`src/ldd_map.svh`:
```
// register map and timing constants for the led3..led6 dimming registers
`ifndef LDD_MAP_SVH
`define LDD_MAP_SVH
// -------------------------------------------------------------------------
// register indices (byte address is four times the index)
// -------------------------------------------------------------------------
`define LDD_IDX_LED3_DIMMING 8'h44
`define LDD_IDX_LED4_DIMMING 8'h45
`define LDD_IDX_LED5_DIMMING 8'h46
`define LDD_IDX_LED6_DIMMING 8'h47
// -------------------------------------------------------------------------
// field layout and reset values
// -------------------------------------------------------------------------
`define LDD_DUTY_MSB 11
`define LDD_DUTY_LSB 0
`define LDD_FADE_BIT 12
`define LDD_REG_W 13
`define LDD_REG_RESET 13'h0000
`define LDD_DUTY_OFF 12'h000
`define LDD_DUTY_FULL 12'hFFF
// -------------------------------------------------------------------------
// last pwm count, one less than the 4095-cycle period (codes 0..4095 map to 0..4095 of it)
// -------------------------------------------------------------------------
`define LDD_PWM_LAST 12'hFFE
`endif

```
`src/ldd_pkg.sv`:
```
// types for the led dimming register bank
`default_nettype none
package ldd_pkg;
    typedef logic [12:0] ldd_reg_t;
    typedef logic [11:0] ldd_duty_t;
    typedef enum logic [1:0] {
        LDD_ST_IDLE = 2'b00,
        LDD_ST_DONE = 2'b01
    } ldd_state_t;
endpackage : ldd_pkg
`default_nettype wire

```
`src/ldd_regs.sv`:
```
// led3..led6 dimming registers with avalon-mm slave and pwm compare
//
// The Avalon-MM register port was left to the implementer.
`timescale 1ns/1ps
`default_nettype none
`include "ldd_map.svh"
// Operation
// - each led register reads back the last written duty and fade bit.
// - duty code is linear; zero is off, all ones is on for whole period.
// - bit 12 steers its own led only; zero enables fading, one disables.
// - four consecutive register indices select led3 through led6, one each.
// - a group duty write copies the group duty into every member led, except duty bytes that a bus write to that led enables in the same cycle.
module ldd_regs #(
    parameter int ADDR_W = 10
) (
    // clock and reset
    input wire logic clk,
    input wire logic reset_n,
    // avalon-mm slave
    input wire logic [ADDR_W-1:0] avs_address,
    input wire logic avs_read,
    input wire logic avs_write,
    input wire logic [31:0] avs_writedata,
    input wire logic [3:0] avs_byteenable,
    output logic [31:0] avs_readdata,
    output logic avs_waitrequest,
    // group duty copy from the group register logic
    input wire logic grp_wr,
    input wire ldd_pkg::ldd_duty_t grp_duty,
    input wire logic [3:0] grp_member,
    // per-led outputs
    output logic [3:0] led_on,
    output logic [3:0] fade_en
);
    import ldd_pkg::*;

    // -------------------------------------------------------------------------
    // address decode
    // -------------------------------------------------------------------------
    function automatic logic [4:0] ldd_decode(input logic [ADDR_W-1:0] a);
        logic [4:0] r;
        r = 5'h00;
        if (a[1:0] == 2'b00) begin
            case (a[ADDR_W-1:2])
                (ADDR_W-2)'(`LDD_IDX_LED3_DIMMING): r = 5'h10;
                (ADDR_W-2)'(`LDD_IDX_LED4_DIMMING): r = 5'h11;
                (ADDR_W-2)'(`LDD_IDX_LED5_DIMMING): r = 5'h12;
                (ADDR_W-2)'(`LDD_IDX_LED6_DIMMING): r = 5'h13;
                default: r = 5'h00;
            endcase
        end
        return r;
    endfunction : ldd_decode

    function automatic logic ldd_pwm_hit(input ldd_duty_t duty, input ldd_duty_t cnt);
        return cnt < duty;
    endfunction : ldd_pwm_hit

    ldd_state_t state_q, state_d;
    ldd_reg_t regs_q [4];
    ldd_reg_t regs_d [4];
    logic [31:0] rdata_q, rdata_d;
    ldd_duty_t cnt_q, cnt_d;
    logic [3:0] led_on_q, led_on_d;
    logic [4:0] hit;
    logic req;

    assign req = avs_read | avs_write;
    assign hit = ldd_decode(avs_address);
    assign avs_waitrequest = req & (state_q != LDD_ST_DONE);
    assign avs_readdata = rdata_q;
    assign led_on = led_on_q;

    // -------------------------------------------------------------------------
    // bus slave and register file
    // -------------------------------------------------------------------------
    always_comb begin
        state_d = state_q;
        rdata_d = rdata_q;
        for (int i = 0; i < 4; i++) begin
            regs_d[i] = regs_q[i];
            if (grp_wr && grp_member[i]) begin
                regs_d[i][`LDD_DUTY_MSB:`LDD_DUTY_LSB] = grp_duty;
            end
        end
        case (state_q)
            LDD_ST_IDLE: begin
                if (req) begin
                    state_d = LDD_ST_DONE;
                    rdata_d = 32'h0000_0000;
                    if (hit[4] && avs_read) begin
                        rdata_d = {19'h0_0000, regs_q[hit[1:0]]};
                    end
                    if (hit[4] && avs_write) begin
                        if (avs_byteenable[0]) begin
                            regs_d[hit[1:0]][7:0] = avs_writedata[7:0];
                        end
                        if (avs_byteenable[1]) begin
                            regs_d[hit[1:0]][12:8] = avs_writedata[12:8];
                        end
                    end
                end
            end
            LDD_ST_DONE: begin
                state_d = LDD_ST_IDLE;
            end
            default: begin
                state_d = LDD_ST_IDLE;
            end
        endcase
    end

    always_ff @(posedge clk or negedge reset_n) begin
        if (!reset_n) begin
            state_q <= LDD_ST_IDLE;
            rdata_q <= 32'h0000_0000;
            for (int i = 0; i < 4; i++) begin
                regs_q[i] <= `LDD_REG_RESET;
            end
        end else begin
            state_q <= state_d;
            rdata_q <= rdata_d;
            for (int i = 0; i < 4; i++) begin
                regs_q[i] <= regs_d[i];
            end
        end
    end

    // -------------------------------------------------------------------------
    // pwm compare
    // -------------------------------------------------------------------------
    always_comb begin
        cnt_d = (cnt_q == `LDD_PWM_LAST) ? 12'h000 : cnt_q + 12'h001;
        for (int i = 0; i < 4; i++) begin
            led_on_d[i] = ldd_pwm_hit(regs_q[i][`LDD_DUTY_MSB:`LDD_DUTY_LSB], cnt_q);
            fade_en[i] = ~regs_q[i][`LDD_FADE_BIT];
        end
    end

    always_ff @(posedge clk or negedge reset_n) begin
        if (!reset_n) begin
            cnt_q <= 12'h000;
            led_on_q <= 4'h0;
        end else begin
            cnt_q <= cnt_d;
            led_on_q <= led_on_d;
        end
    end

    // -------------------------------------------------------------------------
    // checks
    // -------------------------------------------------------------------------
    a_bus_wait_one: assert property (@(posedge clk) disable iff (!reset_n)
        req && avs_waitrequest |=> !avs_waitrequest)
        else $error("waitrequest held more than one cycle");

    a_unmapped_no_write: assert property (@(posedge clk) disable iff (!reset_n)
        state_q == LDD_ST_IDLE && avs_write && !hit[4] && !grp_wr |=>
        {regs_q[0], regs_q[1], regs_q[2], regs_q[3]}
        == $past({regs_q[0], regs_q[1], regs_q[2], regs_q[3]}))
        else $error("unmapped write changed a register");

    a_unmapped_read_zero: assert property (@(posedge clk) disable iff (!reset_n)
        state_q == LDD_ST_IDLE && avs_read && !hit[4] |=> avs_readdata == 32'h0000_0000)
        else $error("unmapped read returned nonzero data");

    a_readdata_stands: assert property (@(posedge clk) disable iff (!reset_n)
        !(state_q == LDD_ST_IDLE && req) |=> $stable(avs_readdata))
        else $error("read data changed without a request");

    a_pwm_wrap: assert property (@(posedge clk) disable iff (!reset_n)
        cnt_q == `LDD_PWM_LAST |=> cnt_q == 12'h000)
        else $error("pwm counter did not wrap at period end");

    a_pwm_count_range: assert property (@(posedge clk) disable iff (!reset_n)
        cnt_q <= `LDD_PWM_LAST)
        else $error("pwm counter left its period");

    a_reset_clears_regs: assert property (@(posedge clk)
        $rose(reset_n) |-> (regs_q[0] == 13'h0000) && (regs_q[1] == 13'h0000)
        && (regs_q[2] == 13'h0000) && (regs_q[3] == 13'h0000))
        else $error("registers not cleared by reset");

    // -------------------------------------------------------------------------
    // per-led checks
    // -------------------------------------------------------------------------
    for (genvar g = 0; g < 4; g++) begin : g_chk
        a_write_lands: assert property (@(posedge clk) disable iff (!reset_n)
            state_q == LDD_ST_IDLE && avs_write && hit[4] && hit[1:0] == 2'(g)
            && avs_byteenable[1:0] == 2'b11
            |=> regs_q[g] == $past(avs_writedata[12:0]))
            else $error("write did not land in its register");

        a_write_reads_back: assert property (@(posedge clk) disable iff (!reset_n)
            state_q == LDD_ST_IDLE && avs_read && hit[4] && hit[1:0] == 2'(g)
            |=> avs_readdata == {19'h0_0000, $past(regs_q[g])})
            else $error("read did not return the register value");

        a_duty_zero_off: assert property (@(posedge clk) disable iff (!reset_n)
            $past(regs_q[g][11:0]) == 12'h000 && $past(reset_n) |-> !led_on[g])
            else $error("led on with zero duty");

        a_duty_full_on: assert property (@(posedge clk) disable iff (!reset_n)
            $past(regs_q[g][11:0]) == 12'hFFF && $past(reset_n) |-> led_on[g])
            else $error("led off with full duty");

        a_fade_polarity: assert property (@(posedge clk) disable iff (!reset_n)
            state_q == LDD_ST_IDLE && avs_write && hit[4] && hit[1:0] == 2'(g)
            && avs_byteenable[1] |=> fade_en[g] == !$past(avs_writedata[12]))
            else $error("fade enable polarity wrong");

        a_group_copy: assert property (@(posedge clk) disable iff (!reset_n)
            grp_wr && grp_member[g] && !(state_q == LDD_ST_IDLE && avs_write && hit[4])
            |=> regs_q[g][11:0] == $past(grp_duty))
            else $error("group duty not copied");

        a_group_keeps_fade: assert property (@(posedge clk) disable iff (!reset_n)
            grp_wr && grp_member[g] && !(state_q == LDD_ST_IDLE && avs_write && hit[4])
            |=> regs_q[g][12] == $past(regs_q[g][12]))
            else $error("group copy changed the fade bit");
    end
endmodule : ldd_regs
`default_nettype wire

```
`config.mk`:
```
export PLATFORM = sky130hd
export DESIGN_NAME = ldd_regs
export DESIGN_NICKNAME = d
export VERILOG_FILES = /design/src/ldd_pkg.sv /design/src/ldd_regs.sv
export VERILOG_INCLUDE_DIRS = /design/src
export SDC_FILE = /design/constraint.sdc
export NUM_CORES = 1
export LEC_CHECK = 0
export BUFFER_PORTS_ARGS = -buffer_cell sky130_fd_sc_hd__clkbuf_2
export CAP_MARGIN = 30
export CORE_AREA = 5 5 129 131
export CTS_CLUSTER_SIZE = 40
export DETAILED_ROUTE_END_ITERATION = 8
export DIE_AREA = 0 0 134 136
export PLACE_DENSITY = 0.65
export SKIP_LAST_GASP = 1
export SYNTH_ARGS = -nofsm -noshare
export SYNTH_HDL_FRONTEND = slang
export SYNTH_SLANG_ARGS = --single-unit
export TNS_END_PERCENT = 10
```
`constraint.sdc`:
```
create_clock -name clk -period 1.8 [get_ports clk]
set_input_delay 0.09 -clock clk [delete_from_list [all_inputs] [get_ports clk]]
set_output_delay 0.09 -clock clk [all_outputs]
set_load 0.005 [all_outputs]
```
=== After elaboration in Yosys (flattened, before gate mapping) ===
Index checks and enable logic that the tools add are counted.

* Flip-flop bits (word level): 102
* Latch bits: 0
* RAM bits: 0
* ROM bits: 0
* Bits of input ports: 67
* Word-level logic and storage cells: 71
* Memories kept: 0

* Add/sub/neg operators: 1
* Multipliers: 0
* Divide/modulo/power cells: 0
* Order comparisons: 6
* Eq/ne operators: 7
* Shifts and indexed selects: 0
* Multiplexer cells: 27
* Bitwise gates (word level): 7
* Reduce and logical (&&, ||, !) cells: 11

{| class="wikitable"
|+ Operators with widths
! operator !! count
|-
| $mux W52 || 5
|-
| $mux W51 || 3
|-
| $bwmux W52 || 2
|-
| $mux W12 || 5
|-
| $demux W13 S2 || 2
|-
| $mux W13 || 4
|-
| $lt A12 B12 Y1 || 4
|-
| $eq A8 B7 Y1 const B || 4
|-
| $bmux W13 S2 || 1
|-
| $pmux W5 S4 || 1
|-
| $add A12 B1 Y12 const B || 1
|-
| $eq A12 B12 Y1 const B || 1
|-
| $mux W8 || 1
|-
| $logic_and A1 B1 Y1 || 7
|-
| $mux W5 || 1
|-
| $logic_not A2 Y1 || 2
|-
| $mux W2 || 2
|-
| $not A1 Y1 || 4
|-
| $ge A3 B3 Y1 const B || 1
|-
| $lt A3 B1 Y1 const B || 1
|-
| $not A2 Y3 || 1
|-
| $reduce_and A3 Y1 || 1
|-
| $ne A2 B1 Y1 const B || 1
|-
| $ne A2 B2 Y1 const B || 1
|-
| 3 further kinds || 3
|}

=== Longest topological paths before layout ===
* Depth in word-level cells: 18
* Depth in mapped cells: 7
* Mapped depth without buffers: 7

=== Least setup slack after synthesis ===
OpenSTA, ideal clock, no wires.

* Path type: register to register
* Start: register state_q[0]
* End: register regs_q[25] (netlist name)
* Setup time: 125 ps
* Arrival: 1529 ps
* Required time: 1675 ps
* Setup slack: 145 ps
* Cell stages (with the launch flop): 5
* Cells stage by stage: dfrtp_1 or2b_2 or4_1 buf_2 mux2_4

* Longest elaborated chain between the ends: 2

{| class="wikitable"
|+ Ends and longest elaborated chain
! what !! line !! RTL
|-
| start, declared || ldd_regs.sv:59 || <nowiki>ldd_state_t state_q, state_d;</nowiki>
|-
| start signal, assigned || ldd_regs.sv:121 || <nowiki>state_q <= state_d;</nowiki>
|-
| $logic_not A2 Y1 || ldd_regs.sv:86 || <nowiki>case (state_q)</nowiki>
|-
| $reduce_and A3 Y1 (no source line) || n/a ||
|-
| end signal, assigned by index || ldd_regs.sv:118 || <nowiki>regs_q[i] <= `LDD_REG_RESET;</nowiki>
|-
| end signal, assigned by index || ldd_regs.sv:124 || <nowiki>regs_q[i] <= regs_d[i];</nowiki>
|-
| end, declared || ldd_regs.sv:60 || <nowiki>ldd_reg_t regs_q [4];</nowiki>
|}

Every way passes these cells.
A chain may end at the register's enable or synchronous reset.

=== Final worst setup path ===
* Start: register cnt_q[5]
* End: register led_on_q[3], in the netlist led_on[3]

* Longest elaborated chain between the ends: 1

{| class="wikitable"
|+ Ends and longest elaborated chain
! what !! line !! RTL
|-
| start, declared || ldd_regs.sv:63 || <nowiki>ldd_duty_t cnt_q, cnt_d;</nowiki>
|-
| start signal, assigned || ldd_regs.sv:145 || <nowiki>cnt_q <= cnt_d;</nowiki>
|-
| $lt A12 B12 Y1 || ldd_regs.sv:56 || <nowiki>return cnt < duty;</nowiki>
|-
| net led_on_d[3] || ldd_regs.sv:64 || <nowiki>logic [3:0] led_on_q, led_on_d;</nowiki>
|-
| end signal, assigned || ldd_regs.sv:146 || <nowiki>led_on_q <= led_on_d;</nowiki>
|-
| end, declared || ldd_regs.sv:64 ||
|}

The timed path passes the listed nets, and every way through them passes these cells.

==> results.py <==
metrics = {
    "status": {
        "status": "complete, no violations",
    },
    "place": {
        "placed_cells": 828,
        "dpl_cell_area_um2": 5880,
        "dp_slack_ns": 0.0760,
        "port_buffers": 67,
        "dpl.hpwl_um": 10500,
        "gp_congestion": 0.864,
    },
    "timing": {
        "clock_skew_ns": 0.00873,
        "fmax_mhz": 575,
        "rsz0062_at_grt": "yes",
        "relSlewSlack_pct": 66.6,
        "fin_ws_ns": 0.0610,
        "fin_setup_tns_ns": 0,
        "worstMarginPinSlew_ns": 0.501,
        "slew_violations": 0,
        "hold_violations": 0,
        "finalCriticalPeriod_ns": 1.74,
        "setup_viol": 0,
        "fin_crit_sh_pct": 96.6,
    },
    "drt": {
        "drc": 0,
        "firstDrtPassIters": 8,
        "wirelength_um": 13500,
        "vias": 4217,
        "vias_per_cell": 4.98,
        "wire_per_inst_um": 16.0,
        "drt_iter0_markers": 299,
        "ant_nets": 0,
    },
    "clock_network": {
        "clockRootBuffer": "clkbuf_16",
        "cts.clk_slew.worst_paths_ns": 0.07,
        "cts_tree": "yes",
        "cts_buffers": 9,
        "postCtsSetupBuffers": 0,
        "cts_buffer_depth": 2,
        "clkSinkCount": 82,
        "htreeDepth": 3,
        "insertion_delay_ns": 0.35,
    },
    "global_routing": {
        "antenna_found_initial": 0,
        "grt_pass1_vias": 4330,
        "grt_overflow": 0,
        "grt.met1_usage_pct": 20.7,
        "grt_pass1_wl_um": 22500,
        "use_met3_pct": 3.63,
        "grtUsageTotal_pct": 15.7,
        "grt_max_degree": 38,
        "busiest_layer": "met2",
        "grt.met2_usage_pct": 25.2,
    },
    "setup_path": {
        "critical_path_arrival_ns": 2.03,
        "crit_required_ns": 2.09,
        "worstSetupPathType": "flip-flop to flip-flop",
        "path_max_fanout": 7,
        "startpoint_type": "flip-flop",
        "end_kind": "flip-flop",
    },
    "yosys": {
        "synth_cell_type_count": 52,
        "synthArstFlopShare_pct": 100,
        "synth_edf_count": 0,
        "ys_seq_area_share_pct": 39.2,
        "avgSynthCellArea_um2": 9.35,
        "synth_warnings": 0,
        "synthCells": 560,
        "synth.cell_area_um2": 5240,
        "synth-seq-cells": 82,
        "synth-main-ff-cell": "dfrtp_1",
    },
    "power_and_ir_drop": {
        "p_leak_uw": 0.00337,
        "p_per_area_nw_per_um2": 808,
        "ir_drop_mv": 0.686,
        "finalPower_uw": 5040,
    },
    "run": {
        "maxCapViolCount": 0,
    },
    "floorplanning": {
        "pin_count": 108,
        "row_count": 46,
        "start_util_pct": 33.8,
        "die_area_um2": 18200,
        "core_um2": 15500,
        "die_w_um": 134,
        "die_y_um": 136,
    },
    "final_layout": {
        "drive_above_1_share_pct": 19.8,
        "syn_to_final_growth_pct": 19.0,
        "fin_area_um2": 6230,
        "fin_cells": 847,
        "antennaDiodeCount": 0,
        "final_nets": 763,
    },
    "hold_path": {
        "min_path_type": "input pin to flip-flop",
    },
}
-- Yosys cell counts, types with 8 or more instances --
cell type	n	area [um^2]
a222oi_1	11	110
clkbuf_1	15	56.3
ha_1	46	576
inv_1	52	195
a21o_1	14	105
nor2_1	60	225
buf_4	19	143
o21ai_0	33	165
a21oi_1	52	260
nand2_1	42	158
mux2i_1	49	490
dfrtp_1	82	2050
nand4_1	8	50.1
-- state kept, by name, indices dropped and copies added, names as in the netlist --
register and cells:
regs_q 52, avs_readdata 13, cnt_q 12, state_q 1, led_on 4
-- per-stage QoR --
step                      util [%]  hold slack, ns
final                         40.3         0.00688
after floorplan                  -          -0.206
after detailed placement      38.0          0.0929
after global routing          40.3          0.0198
after global placement        37.9           0.103
after CTS                     40.2         0.00119
-- worst max-delay path, stage by stage (launching register included) --
cell and delay, ns:
dfrtp_1 0.47, ha_1 0.33, a21o_1 0.16, a21o_1 0.17, a221oi_1 0.28, buf_4 0.17
o21a_1 0.11
-- metal layers --
| layer | vias up | wire, um |
|---|---|---|
| li1 | 2103 | - |
| met1 | 1973 | 6210 |
| met2 | 120 | 6390 |
| met3 | 21 | 669 |
| met4 | 0 | 267 |
| met5 | - | 0 |
-- power by group --
| part | total, uW | internal (uW) | switching (uW) |
|---|---|---|---|
| logic | 877 | 403 | 473 |
| clock network | 2000 | 1220 | 783 |
| registers | 2150 | 2010 | 145 |
| total | 5040 | 3630 | 1400 |
-- final cells by class --
type,count,area [um^2]
Clock buffer,10,229
Timing Repair Buffer,106,663
Inverter,52,195
Clock inverter,6,90.1
Multi-Input combinational cell,399,2760
Tap cell,192,240
Sequential cell,82,2050
Fill cell,1541,9250
-- cells by family (layout without fill, tap and decap cells) --
group	Yosys count	count (layout)	share of synthesized area [%]
compound gates	129	129	15.1
flops	82	82	39.2
simple gates	144	144	13.4
fa+ha+maj	46	46	11.0
mux	53	53	10.5
xor+xnor	8	8	1.34
buf+inv	97	174	9.48
other cells	1	19	0.0716
-- final timing paths --
check	start	endpoint	slack [ns]	cells past startpoint
setup / recovery	cnt_q[5]$_DFF_PN0_	led_on[3]$_DFF_PN0_	0.06	6
hold / removal	avs_writedata[8]	regs_q[34]$_DFF_PN0_	0.007	3
setup reg to reg	cnt_q[5]$_DFF_PN0_	led_on[3]$_DFF_PN0_	0.06	6
hold reg to reg	avs_readdata[6]$_DFFE_PN0P_	avs_readdata[6]$_DFFE_PN0P_	0.48	2
max in group asynchronous	reset_n	regs_q[46]$_DFF_PN0_	0.96	3
min in group asynchronous	reset_n	regs_q[35]$_DFF_PN0_	0.26	2
-- placed cells by master, fill, tap and decap left out, types with 2 or more instances in the layout --
cell type / netlist / layout
a211oi_1: 4 / 4
a21o_1: 14 / 14
a21oi_1: 52 / 52
a221oi_1: 3 / 2
a222oi_1: 11 / 11
and3_1: 2 / 2
and4_1: 3 / 3
buf_12: 0 / 2
buf_4: 19 / 35
bufinv_16: 0 / 2
clkbuf_16: 0 / 9
clkbuf_2: 0 / 66
conb_1: 1 / 19
dfrtp_1: 82 / 82
dlygate4sd3_1: 0 / 3
ha_1: 46 / 46
inv_1: 52 / 52
mux2i_1: 49 / 49
nand2_1: 42 / 42
nand2b_1: 3 / 3
nand3_1: 7 / 7
nand4_1: 8 / 8
nor2_1: 60 / 60
nor4b_4: 2 / 2
o21a_1: 3 / 3
o21ai_0: 33 / 33
or2b_2: 2 / 2
or3_1: 2 / 2
or4_1: 5 / 5
xnor2_1: 3 / 3
xor2_1: 5 / 5
-- timing repair --
action	in CTS	in global routing
hold endpoints to repair	37	0
hold buffers	3	0
resized for setup	0	1
endpoints found under the setup margin	0	3
Power figures use the tool's default switching activity.
